[src/design/bstp_regs.svh]
`ifndef BSTP_REGS_SVH
`define BSTP_REGS_SVH

// instruction register layout
`define BSTP_IR_LEN      4
`define BSTP_IR_CAPTURE  4'h1
`define BSTP_OP_IDCODE   4'h1
`define BSTP_OP_BYPASS   4'hF

// identification register, value is arbitrary, bit 0 must stay one
`define BSTP_IDCODE      32'h0BAD_C0D1
`define BSTP_DR_LEN      32

`endif

[src/design/bstp_pkg.sv]
`default_nettype none
`include "bstp_regs.svh"

package bstp_pkg;

    // tap controller states, gray steps along the scan path
    typedef enum logic [3:0] {
        ST_RESET   = 4'h0,
        ST_IDLE    = 4'h1,
        ST_SEL_DR  = 4'h3,
        ST_CAP_DR  = 4'h2,
        ST_SH_DR   = 4'h6,
        ST_EX1_DR  = 4'h7,
        ST_PA_DR   = 4'h5,
        ST_EX2_DR  = 4'h4,
        ST_UPD_DR  = 4'hC,
        ST_SEL_IR  = 4'hD,
        ST_CAP_IR  = 4'hF,
        ST_SH_IR   = 4'hE,
        ST_EX1_IR  = 4'hA,
        ST_PA_IR   = 4'hB,
        ST_EX2_IR  = 4'h9,
        ST_UPD_IR  = 4'h8
    } bstp_state_t;

    // whole module state, registered as one word
    typedef struct packed {
        logic                         tck_m;
        logic                         tck_s;
        logic                         tck_d;
        logic                         tms_m;
        logic                         tms_s;
        logic                         tdi_m;
        logic                         tdi_s;
        logic                         trst_m;
        logic                         trst_s;
        bstp_state_t                  state;
        logic [`BSTP_IR_LEN-1:0]      ir;
        logic [`BSTP_IR_LEN-1:0]      ir_sh;
        logic [`BSTP_DR_LEN-1:0]      dr_sh;
        logic                         tdo;
        logic                         tdo_oe;
    } bstp_regs_t;

endpackage

`default_nettype wire

[src/design/bstp_tap.sv]
`include "bstp_regs.svh"
`timescale 1ns/1ps
`default_nettype none

module bstp_tap #(
    parameter int IR_LEN = `BSTP_IR_LEN  // instruction register width
) (
    input  wire logic       mclk,       // 20 MHz system clock
    input  wire logic       rst_n,      // synchronous reset, low active
    input  wire logic       tck_pin,    // test clock from tester
    input  wire logic       tms_pin,    // mode select level
    input  wire logic       tms_drv,    // mode select actually driven
    input  wire logic       tdi_pin,    // serial data in level
    input  wire logic       tdi_drv,    // data in actually driven
    input  wire logic       trst_n_pin, // test reset level, low active
    input  wire logic       trst_drv,   // test reset actually driven
    output logic            tdo_out,    // serial data out
    output logic            tdo_oe,     // data out enable, high drives
    output logic [3:0]      tap_state   // current controller state
);

    // width check: storage is laid out from the shared header
    if (IR_LEN != `BSTP_IR_LEN || IR_LEN < 2)
    begin : g_bad_ir_len
        $error("bstp_tap: IR_LEN must equal the header width");
    end

    bstp_pkg::bstp_regs_t st;
    bstp_pkg::bstp_regs_t next_st;

    logic tck_rise;
    logic tck_fall;
    logic tms_eff;
    logic tdi_eff;
    logic trst_eff;

    // edges from the synchronised clock copy only
    assign tck_rise = st.tck_s & ~st.tck_d;
    assign tck_fall = ~st.tck_s & st.tck_d;

    // internal pull-ups: an undriven pin reads one
    assign tms_eff  = tms_drv ? tms_pin : 1'h1;
    assign tdi_eff  = tdi_drv ? tdi_pin : 1'h1;
    assign trst_eff = trst_drv ? trst_n_pin : 1'h1;

    // tap transition table, one step per rising test clock edge
    function automatic bstp_pkg::bstp_state_t tap_step(
        input bstp_pkg::bstp_state_t s,
        input logic                  m
    );
        case (s)
            bstp_pkg::ST_RESET:  tap_step = m ? bstp_pkg::ST_RESET
                                               : bstp_pkg::ST_IDLE;
            bstp_pkg::ST_IDLE:   tap_step = m ? bstp_pkg::ST_SEL_DR
                                               : bstp_pkg::ST_IDLE;
            bstp_pkg::ST_SEL_DR: tap_step = m ? bstp_pkg::ST_SEL_IR
                                               : bstp_pkg::ST_CAP_DR;
            bstp_pkg::ST_CAP_DR: tap_step = m ? bstp_pkg::ST_EX1_DR
                                               : bstp_pkg::ST_SH_DR;
            bstp_pkg::ST_SH_DR:  tap_step = m ? bstp_pkg::ST_EX1_DR
                                               : bstp_pkg::ST_SH_DR;
            bstp_pkg::ST_EX1_DR: tap_step = m ? bstp_pkg::ST_UPD_DR
                                               : bstp_pkg::ST_PA_DR;
            bstp_pkg::ST_PA_DR:  tap_step = m ? bstp_pkg::ST_EX2_DR
                                               : bstp_pkg::ST_PA_DR;
            bstp_pkg::ST_EX2_DR: tap_step = m ? bstp_pkg::ST_UPD_DR
                                               : bstp_pkg::ST_SH_DR;
            bstp_pkg::ST_UPD_DR: tap_step = m ? bstp_pkg::ST_SEL_DR
                                               : bstp_pkg::ST_IDLE;
            bstp_pkg::ST_SEL_IR: tap_step = m ? bstp_pkg::ST_RESET
                                               : bstp_pkg::ST_CAP_IR;
            bstp_pkg::ST_CAP_IR: tap_step = m ? bstp_pkg::ST_EX1_IR
                                               : bstp_pkg::ST_SH_IR;
            bstp_pkg::ST_SH_IR:  tap_step = m ? bstp_pkg::ST_EX1_IR
                                               : bstp_pkg::ST_SH_IR;
            bstp_pkg::ST_EX1_IR: tap_step = m ? bstp_pkg::ST_UPD_IR
                                               : bstp_pkg::ST_PA_IR;
            bstp_pkg::ST_PA_IR:  tap_step = m ? bstp_pkg::ST_EX2_IR
                                               : bstp_pkg::ST_PA_IR;
            bstp_pkg::ST_EX2_IR: tap_step = m ? bstp_pkg::ST_UPD_IR
                                               : bstp_pkg::ST_SH_IR;
            bstp_pkg::ST_UPD_IR: tap_step = m ? bstp_pkg::ST_SEL_DR
                                               : bstp_pkg::ST_IDLE;
            default:             tap_step = bstp_pkg::ST_RESET;
        endcase
    endfunction

    // next state of the whole port
    always_comb
    begin
        next_st = st;
        // two-flop synchronisers, first stage feeds only the second
        next_st.tck_m  = tck_pin;
        next_st.tck_s  = st.tck_m;
        next_st.tck_d  = st.tck_s;
        next_st.tms_m  = tms_eff;
        next_st.tms_s  = st.tms_m;
        next_st.tdi_m  = tdi_eff;
        next_st.tdi_s  = st.tdi_m;
        next_st.trst_m = trst_eff;
        next_st.trst_s = st.trst_m;

        if (!st.trst_s)
        begin
            // test reset acts on its own, no clock edge needed
            next_st.state  = bstp_pkg::ST_RESET;
            next_st.ir     = `BSTP_OP_IDCODE;
            next_st.tdo_oe = 1'h0;
        end
        else if (tck_rise)
        begin
            // sampled inputs used only on the rising edge
            next_st.state = tap_step(st.state, st.tms_s);
            case (st.state)
                bstp_pkg::ST_RESET:
                    next_st.ir = `BSTP_OP_IDCODE;
                bstp_pkg::ST_CAP_IR:
                    next_st.ir_sh = `BSTP_IR_CAPTURE;
                bstp_pkg::ST_SH_IR:
                    next_st.ir_sh = {st.tdi_s, st.ir_sh[IR_LEN-1:1]};
                bstp_pkg::ST_UPD_IR:
                    next_st.ir = st.ir_sh;
                bstp_pkg::ST_CAP_DR:
                    // bypass captures zero, the one-bit path
                    next_st.dr_sh = (st.ir == `BSTP_OP_IDCODE) ?
                                    `BSTP_IDCODE : '0;
                bstp_pkg::ST_SH_DR:
                    if (st.ir == `BSTP_OP_IDCODE)
                        next_st.dr_sh = {st.tdi_s,
                                         st.dr_sh[`BSTP_DR_LEN-1:1]};
                    else
                        next_st.dr_sh[0] = st.tdi_s;
                default:
                    next_st.ir = st.ir;
            endcase
        end
        else if (tck_fall)
        begin
            // output moves half a cycle after sampling, so holds on rise
            next_st.tdo_oe = (st.state == bstp_pkg::ST_SH_IR) ||
                             (st.state == bstp_pkg::ST_SH_DR);
            if (st.state == bstp_pkg::ST_SH_IR)
                next_st.tdo = st.ir_sh[0];
            else if (st.state == bstp_pkg::ST_SH_DR)
                next_st.tdo = st.dr_sh[0];
        end
    end

    // single state register, synchronous system reset
    always_ff @(posedge mclk)
    begin
        if (!rst_n)
        begin
            st        <= '0;
            st.tck_m  <= 1'h0;
            st.tms_m  <= 1'h1;
            st.tms_s  <= 1'h1;
            st.tdi_m  <= 1'h1;
            st.tdi_s  <= 1'h1;
            st.trst_m <= 1'h1;
            st.trst_s <= 1'h1;
            st.state  <= bstp_pkg::ST_RESET;
            st.ir     <= `BSTP_OP_IDCODE;
        end
        else
            st <= next_st;
    end

    assign tdo_out   = st.tdo;
    assign tdo_oe    = st.tdo_oe;
    assign tap_state = st.state;
endmodule // bstp_tap

`default_nettype wire

[config.mk]
export PLATFORM = sky130hd
export DESIGN_NAME = bstp_tap
export DESIGN_NICKNAME = d
export VERILOG_FILES = /design/src/design/bstp_pkg.sv /design/src/design/bstp_tap.sv
export VERILOG_INCLUDE_DIRS = /design/src /design/src/design
export SDC_FILE = /design/constraint.sdc
export NUM_CORES = 1
export LEC_CHECK = 0
export BUFFER_PORTS_ARGS = -buffer_cell sky130_fd_sc_hd__buf_2
export CORE_MARGIN = 2
export CORE_UTILIZATION = 33
export DETAILED_ROUTE_END_ITERATION = 8
export SYNTH_ARGS = -nofsm -noshare
export SYNTH_HDL_FRONTEND = slang
export SYNTH_SLANG_ARGS = --single-unit
[constraint.sdc]
create_clock -name mclk -period 2.9 [get_ports mclk]
set_input_delay 0.58 -clock mclk [delete_from_list [all_inputs] [get_ports mclk]]
set_output_delay 0.58 -clock mclk [all_outputs]
set_load 0.01 [all_outputs]
==> results.toml, run 1 <==
[clock_network]
tritoncts = "done"
cts_setup_buffers = 0
clock-root-buffer = "clkbuf_8"
numCtsBuffers = 5
postCtsHoldBufs = 0
h-tree-depth = 2
cts.sinks = 55
cts_resized = 0
clk_path_buf_depth = 2
insertion_delay_ns = 0.29
clkTransAtPathRegs_ns = 0.09

[routing]
wl_per_cell_um = 12.0
viasPerCell = 4.87
postRouteAntennaNets = 0
drcViolationCount = 0
wl_um = 4320
drt_iter0_markers = 99
dr_total_vias = 1757
drtPass1Iterations = 4

[cells_and_area]
n_antenna_cell = 0
final_cell_mix = "dfxtp_1, nand2_1, a21oi_1, nand3_1, buf_2"
final_nets = 274
final_common_cell = "dfxtp_1"
drive_above_1_share = 0.143
area_growth_pct = 6.62
fill_cells = 706
seq_area_sq_um = 1100
multiInputGateArea_sq_um = 1100

[yosys]
syn_inst = 268
avgSynthCellArea_sq_um = 8.81
synth_cell_type_count = 43
yosysWarningCount = 0
synthArstFlopShare = 0
synth_top_area_share = 0.466
yosys-top-cells-area = "dfxtp_1, a21oi_1, nand2_1, nand3_1, a21oi_2"
ys_ff_latch = 55
synthFlopType = "dfxtp_1"
yosys.area.top_type = "dfxtp_1"
synth_seq_area_share = 0.466
syn_area_sq_um = 2360
synth_nets = 277
synth-edff-count = 0

[min_path]
worst_hold_startpoint = "next_st[50]"
hold_class = "reg2reg"
hold_depth = 1

[power]
vdd_drop_max_mv = 0.281
cellPowerDensity_nw_per_um2 = 505
leakagePower_nw = 0.852

[sta]
fin_skew_ns = 0.00441
post-route-period-util = 0.724
timing.setup.tns_ns = 0
timing.final.hold_violations = 0
worstMarginPinSlew_ns = 0.818
max_freq_mhz = 476
whs_ns = 0.412
setup_viol = 0
fin_crit_ns = 2.10
rsz0062_at_grt = "false"
slew_viol_final = 0
slew_headroom = 0.454

[grt]
grt_overflow = 0
grt_max_degree = 32
track_usage = 0.118
grt_pass1_vias = 1598
grt_pass1_wl_um = 7380
antenna_found_initial = 0

[floorplanning]
die_area_sq_um = 7850
die_h_um = 88.6
ios = 15
rows = 30
die_w_um = 88.6
fp.coreArea_sq_um = 6870
start_util = 0.344

[placement]
gp_congestion = 0.737
dp_hpwl_um = 2740
io_buffers = 14

[setup_path]
reg2reg_depth = 4
crit_start = "tap_state[0]"
r2r-start = "tap_state[0]"
cp.arrival_ns = 2.25
criticalPathCategory = "reg2reg"
endpoint_kind = "register"
regToRegSetupSlack_ns = 0.80
crit_fanout = 21
cp-start-kind = "register"
required_ns = 3.05

[run]
max-cap-violations = 0

[status]
status = "finished, final reports clean"
cell type report:
| cell class | count | share of cell area |
|---|---|---|
| multi-input combinational | 184 | 0.436 |
| inverter | 3 | 0.00447 |
| sequential | 55 | 0.437 |
| tap | 96 | 0.0477 |
| clock buffer | 6 | 0.0288 |
| clock inverter | 1 | 0.0119 |
| timing repair buffer | 16 | 0.0338 |
flip-flops by register name (all words and copies together), names as in the netlist:
| name | count |
|---|---|
| tap_state | 4 |
| st | 44 |
| tdo_oe | 1 |
| tdo_out | 1 |
| next_st | 5 |
power by group:
group	internal, mW	switching (mW)	leakage, nW	total (mW)
clock	0.253	0.226	0.0513	0.479
sequential	0.759	0.00355	0.444	0.763
combinational	0.0113	0.0182	0.357	0.0295
cells in the mapped netlist, drive strengths merged (3+ instances only):
master	count
buf	15
nand2	36
and2	4
dfxtp	55
nand3	22
nor2	9
o21ai	15
mux2i	4
nand2b	11
nand3b	4
a21oi	42
inv	3
nor2b	5
a211oi	4
clkbuf	11
kinds of logic (layout without fill, tap and decap cells):
group / after synthesis / in the layout / synth area share
AND/OR/NAND/NOR: 104 / 104 / 0.237
multiplexers: 4 / 4 / 0.0170
flip-flops: 55 / 55 / 0.466
AO/OA/AOI/OAI: 76 / 76 / 0.211
buffers and inverters: 29 / 26 / 0.0689
critical path, cell delays in order (launching register included):
cell and delay [ns]:
dfxtp_1 0.54, nor2_2 0.34, o211ai_4 0.25, a21oi_2 0.68, a21oi_1 0.13
per-layer routing:
layer / GRT usage / wire length, um / vias up
met1: 0.168 / 2270 / 808
li1: - / - / 921
met2: 0.181 / 1900 / 24
met5: 0 / 0 / -
met3: 0.0196 / 95 / 4
met4: 0.0413 / 55 / 0
final timing paths:
| check | to |
|---|---|
| hold / removal | st[50] |
| hold reg to reg | st[50] |
| setup reg to reg | st[8] |
| setup / recovery | st[8] |
stage by stage:
step / setup slack (ns) / instances / utilization / cell area, sq um / power (mW)
floorplan: 1.45 / 268 / - / 2360 / 0.798
global placement: 0.868 / 354 / 0.352 / 2410 / 0.810
detailed placement: 0.768 / 354 / 0.352 / 2410 / 0.810
CTS: 0.776 / 361 / 0.366 / 2520 / 1.29
global route: 0.602 / 361 / 0.366 / 2520 / 1.32
finish: 0.799 / 361 / 0.366 / 2520 / 1.27
Note: power is estimated with default switching activity, not from simulation.
==> inputs of run 2 (changes only) <==
Clock period 2.9 ns to 1.7 ns, I/O delays scaled along.
==> run 2 against run 1 <==
Compared with the run above:
- clock skew about the same
- core utilization up 1.5 points
- final area increased by 4.1%
- global-route usage is 0.94 points higher
- sequential share of layout area fell by 1.7 points
- routed wire length up 4.1%
- critical path depth is 2 lower
- worst hold slack got worse by 0.20 ns
- combinational power increased by 89%
- critical path type is now reg2out
- highest routed layer unchanged
==> results.toml, run 2 (synthesized netlist as in run 1, its figures left out) <==
[status]
status = "finished, final reports clean"

[clock_network]
cts_setup_buffers = 0
clkTransAtPathRegs_ns = 0.09
clock-root-buffer = "clkbuf_8"
insertion_delay_ns = 0.30
h-tree-depth = 2
numCtsBuffers = 5
cts.sinks = 55
cts_resized = 0
postCtsHoldBufs = 0
clk_path_buf_depth = 2
tritoncts = "done"

[run]
max-cap-violations = 0

[floorplanning]
start_util = 0.344
die_area_sq_um = 7850
fp.coreArea_sq_um = 6870
die_h_um = 88.6
die_w_um = 88.6
ios = 15
rows = 30

[setup_path]
crit_start = "tap_state[2]"
cp.arrival_ns = 1.20
required_ns = 1.36
reg2reg_depth = 4
criticalPathCategory = "reg2out"
crit_fanout = 10
cp-start-kind = "register"
endpoint_kind = "output pin"
r2r-start = "st[39]"

[sta]
max_freq_mhz = 648
timing.setup.tns_ns = 0
slew_viol_final = 0
slew_headroom = 0.749
rsz0062_at_grt = "false"
worstMarginPinSlew_ns = 0.375
fin_skew_ns = 0.00404
setup_viol = 0
timing.final.hold_violations = 0
post-route-period-util = 0.908
fin_crit_ns = 1.54

[placement]
io_buffers = 14
dp_cells = 367
gp_congestion = 0.756
dp_hpwl_um = 2910

[grt]
grt_max_degree = 32
antenna_found_initial = 0
grt_overflow = 0
grt_pass1_wl_um = 7820
grt_pass1_vias = 1642
track_usage = 0.127

[cells_and_area]
final_nets = 287
final_cells = 375
area_growth_pct = 11.0
drive_above_1_share = 0.190
n_antenna_cell = 0
utilization = 0.382
final_common_cell = "dfxtp_1"
largest_register_ffs = 44
regMostFlops = "st"
final_cell_mix = "dfxtp_1, nand2_1, a21oi_1, nand3_1"

[routing]
postRouteAntennaNets = 0
wl_per_cell_um = 12.0
dr_total_vias = 1854
drtPass1Iterations = 4
drcViolationCount = 0
drt_iter0_markers = 138
viasPerCell = 4.94
wl_um = 4500

[min_path]
worst_hold_startpoint = "tdi_drv"
hold_depth = 2
hold_class = "in2reg"

[power]
vdd_drop_max_mv = 0.565
cellPowerDensity_nw_per_um2 = 803
leakagePower_nw = 0.921
power_mw = 2.11
-- run 2: per-layer routing --
layer	global-route usage	share of wire	wire length, um
met1	0.181	0.52	2320
met2	0.187	0.44	1960
met3	0.0317	0.031	138
met4	0.0455	0.016	70
met5	0	0	0
-- run 2: through the flow --
step / hold slack (ns) / instance area, sq um / setup WS [ns]
2_1_floorplan: 0.386 / 2360 / 0.245
3_3_place_gp: 0.388 / 2520 / 0.197
3_5_place_dp: 0.393 / 2520 / 0.163
4_1_cts: 0.206 / 2620 / 0.141
5_1_grt: 0.210 / 2620 / 0.000820
6_report: 0.215 / 2620 / 0.156
-- run 2: critical path, stage by stage (launching register included) --
cell and delay, ns:
dfxtp_1 0.54, buf_4 0.23, buf_2 0.14
-- run 2: worst paths after layout --
check | end | slack, ns
worst min-delay path | next_st[48] | 0.22
worst min register to register | st[48] | 0.41
worst max-delay path | tap_state[2] | 0.16
worst max register to register | st[13] | 0.17
-- run 2: final cells by class --
cell class	instances	area (sq um)
Clock buffer	6	82.6
Clock inverter	2	13.8
Fill cell	696	4250
Inverter	3	11.3
Multi-Input combinational cell	184	1100
Sequential cell	55	1100
Tap cell	96	120
Timing Repair Buffer	29	195
-- run 2: power by group --
part	internal, mW	switching [mW]	total, mW
clock	0.334	0.416	0.750
combinational	0.0225	0.0334	0.0559
sequential	1.29	0.00526	1.30
total	1.65	0.454	2.11
==> inputs of run 3 (changes only) <==
--- a/config.mk
+++ b/config.mk
@@ -7,5 +7,6 @@
 export NUM_CORES = 1
 export LEC_CHECK = 0
-export BUFFER_PORTS_ARGS = -buffer_cell sky130_fd_sc_hd__buf_2
+export BUFFER_PORTS_ARGS = -buffer_cell sky130_fd_sc_hd__clkbuf_2
+export CORE_ASPECT_RATIO = 0.8
 export CORE_MARGIN = 2
 export CORE_UTILIZATION = 33
==> constraint.sdc (replaced) <==
create_clock -name mclk -period 1.7 [get_ports mclk]
set_input_delay 0.51 -clock mclk [delete_from_list [all_inputs] [get_ports mclk]]
set_output_delay 0.51 -clock mclk [all_outputs]
set_load 0.01 [all_outputs]
==> run 3 against run 2 <==
Compared with the run above:
- sequential power about the same
- critical path depth is the same
- sequential share of layout area up 0.088 points
- clock skew is 0.0023 ns higher
- final cell count shrank 3.2%
- register-to-register slack hardly changed
- first-iteration DRC count shrank 28%
- total power is 4.0% higher
- routed wire length shrank 2.5%
- critical endpoint is now tap_state[3]
- clock power is 11% higher
- worst setup slack got worse by 0.062 ns
==> results.toml, run 3 (synthesized netlist as in run 1, its figures left out) <==
[status]
status = "finished, final reports clean"

[run]
max-cap-violations = 0

[sta]
timing.final.hold_violations = 0
rsz0062_at_grt = "false"
worst_slack_ns = 0.0933
post-route-period-util = 0.945
slew_headroom = 0.749
slew_viol_final = 0
whs_ns = 0.375
fin_skew_ns = 0.00637
worstMarginPinSlew_ns = 0.376
fin_crit_ns = 1.61
timing.setup.tns_ns = 0
max_freq_mhz = 622
setup_viol = 0

[cells_and_area]
final_cell_mix = "dfxtp_1, nand2_1, a21oi_1, nand3_1, clkbuf_2"
area_growth_pct = 10.9
n_antenna_cell = 0
final_nets = 285
utilization = 0.380
regMostFlops = "st"
final_cell_area_sq_um = 2620
final_cells = 363
final_common_cell = "dfxtp_1"
largest_register_ffs = 44
drive_above_1_share = 0.185

[grt]
track_usage = 0.118
grt_pass1_vias = 1689
antenna_found_initial = 0
grt_util_met3 = 0.0263
grt-busiest-layer = "met2"
grt_overflow = 0
use_met2 = 0.181
grt_max_degree = 32
grt_util_met1 = 0.167
grt_pass1_wl_um = 7720

[clock_network]
cts_resized = 1
clock-root-buffer = "clkbuf_8"
insertion_delay_ns = 0.30
tritoncts = "done"
cts.sinks = 55
clk_path_buf_depth = 2
h-tree-depth = 2
clkTransAtPathRegs_ns = 0.09
cts_setup_buffers = 0
postCtsHoldBufs = 0
numCtsBuffers = 5

[setup_path]
cp-start-kind = "register"
criticalPathCategory = "reg2out"
required_ns = 1.19
endpoint_kind = "output pin"
crit_fanout = 14
cp.arrival_ns = 1.10

[power]
cellPowerDensity_nw_per_um2 = 836
vdd_drop_max_mv = 0.458
power.internal_mw = 1.75
p_clk_frac = 0.381
leakagePower_nw = 0.908
p_seq_frac = 0.594
power_mw = 2.19
switching_share = 0.201
p_switching_mw = 0.441
combPwrFrac = 0.025

[floorplanning]
die_area_sq_um = 7850
fp.coreArea_sq_um = 6890
die_h_um = 79.7
start_util = 0.343
die_w_um = 98.6
ios = 15
rows = 27

[placement]
dp_cells = 356
post-place-ws_ns = 0.195
io_buffers = 14
gp_congestion = 0.743
placed_area_sq_um = 2510
dp_hpwl_um = 2900

[routing]
drtPass1Iterations = 4
viasPerCell = 4.87
postRouteAntennaNets = 0
dr_total_vias = 1769
wl_um = 4380
drcViolationCount = 0
drt_iter0_markers = 100
wl_per_cell_um = 12.1

[min_path]
hold_class = "in2reg"
==> run 3: cell types whose count changed in the layout (fill, tap and decap cells not counted) <==
cell	delta
dfxtp_1	-1
clkbuf_2	+14
buf_2	-14
clkinv_2	-1
dfxtp_2	+1
bufinv_16	+1
clkinvlp_4	+1
inv_6	-1
buf_4	-3
clkbuf_8	-1
buf_12	+1
==> run 3: power by group through the flow <==
| stage | Sequential (mW) | Clock (mW) | Combinational (mW) |
|---|---|---|---|
| finish | 1.30 | 0.833 | 0.0557 |
| global route | 1.30 | 0.911 | 0.0624 |
| CTS | 1.30 | 0.862 | 0.0564 |
| detailed placement | 1.33 | 0 | 0.0564 |
| global placement | 1.33 | 0 | 0.0558 |
| floorplan | 1.33 | 0 | 0.0338 |
==> run 3: worst max-delay path, stage by stage (launching register included) <==
cell	delay, ns
dfxtp_2	0.43
buf_4	0.22
clkbuf_2	0.16
==> run 3: final cells by class <==
type | count | area [sq um]
Fill cell | 728 | 4270
Sequential cell | 55 | 1100
Multi-Input combinational cell | 184 | 1100
Timing Repair Buffer | 27 | 193
Tap cell | 87 | 109
Clock buffer | 5 | 68.8
Clock inverter | 2 | 37.5
Inverter | 3 | 11.3
==> run 3: path summary, 6_finish.rpt <==
check,startpoint,endpoint,slack [ns],cells after the start
worst max-delay path,tap_state[3],tap_state[3],0.09,2
worst max register to register,st[39],st[3],0.18,4
worst min register to register,next_st[46],st[46],0.42,1
worst min-delay path,trst_drv,next_st[46],0.38,2
==> run 3: routing by layer <==
metal | vias up | part of all wire
met5 | - | 0
met4 | 0 | 0.0096
met3 | 4 | 0.026
met2 | 23 | 0.40
met1 | 805 | 0.56
li1 | 937 | -
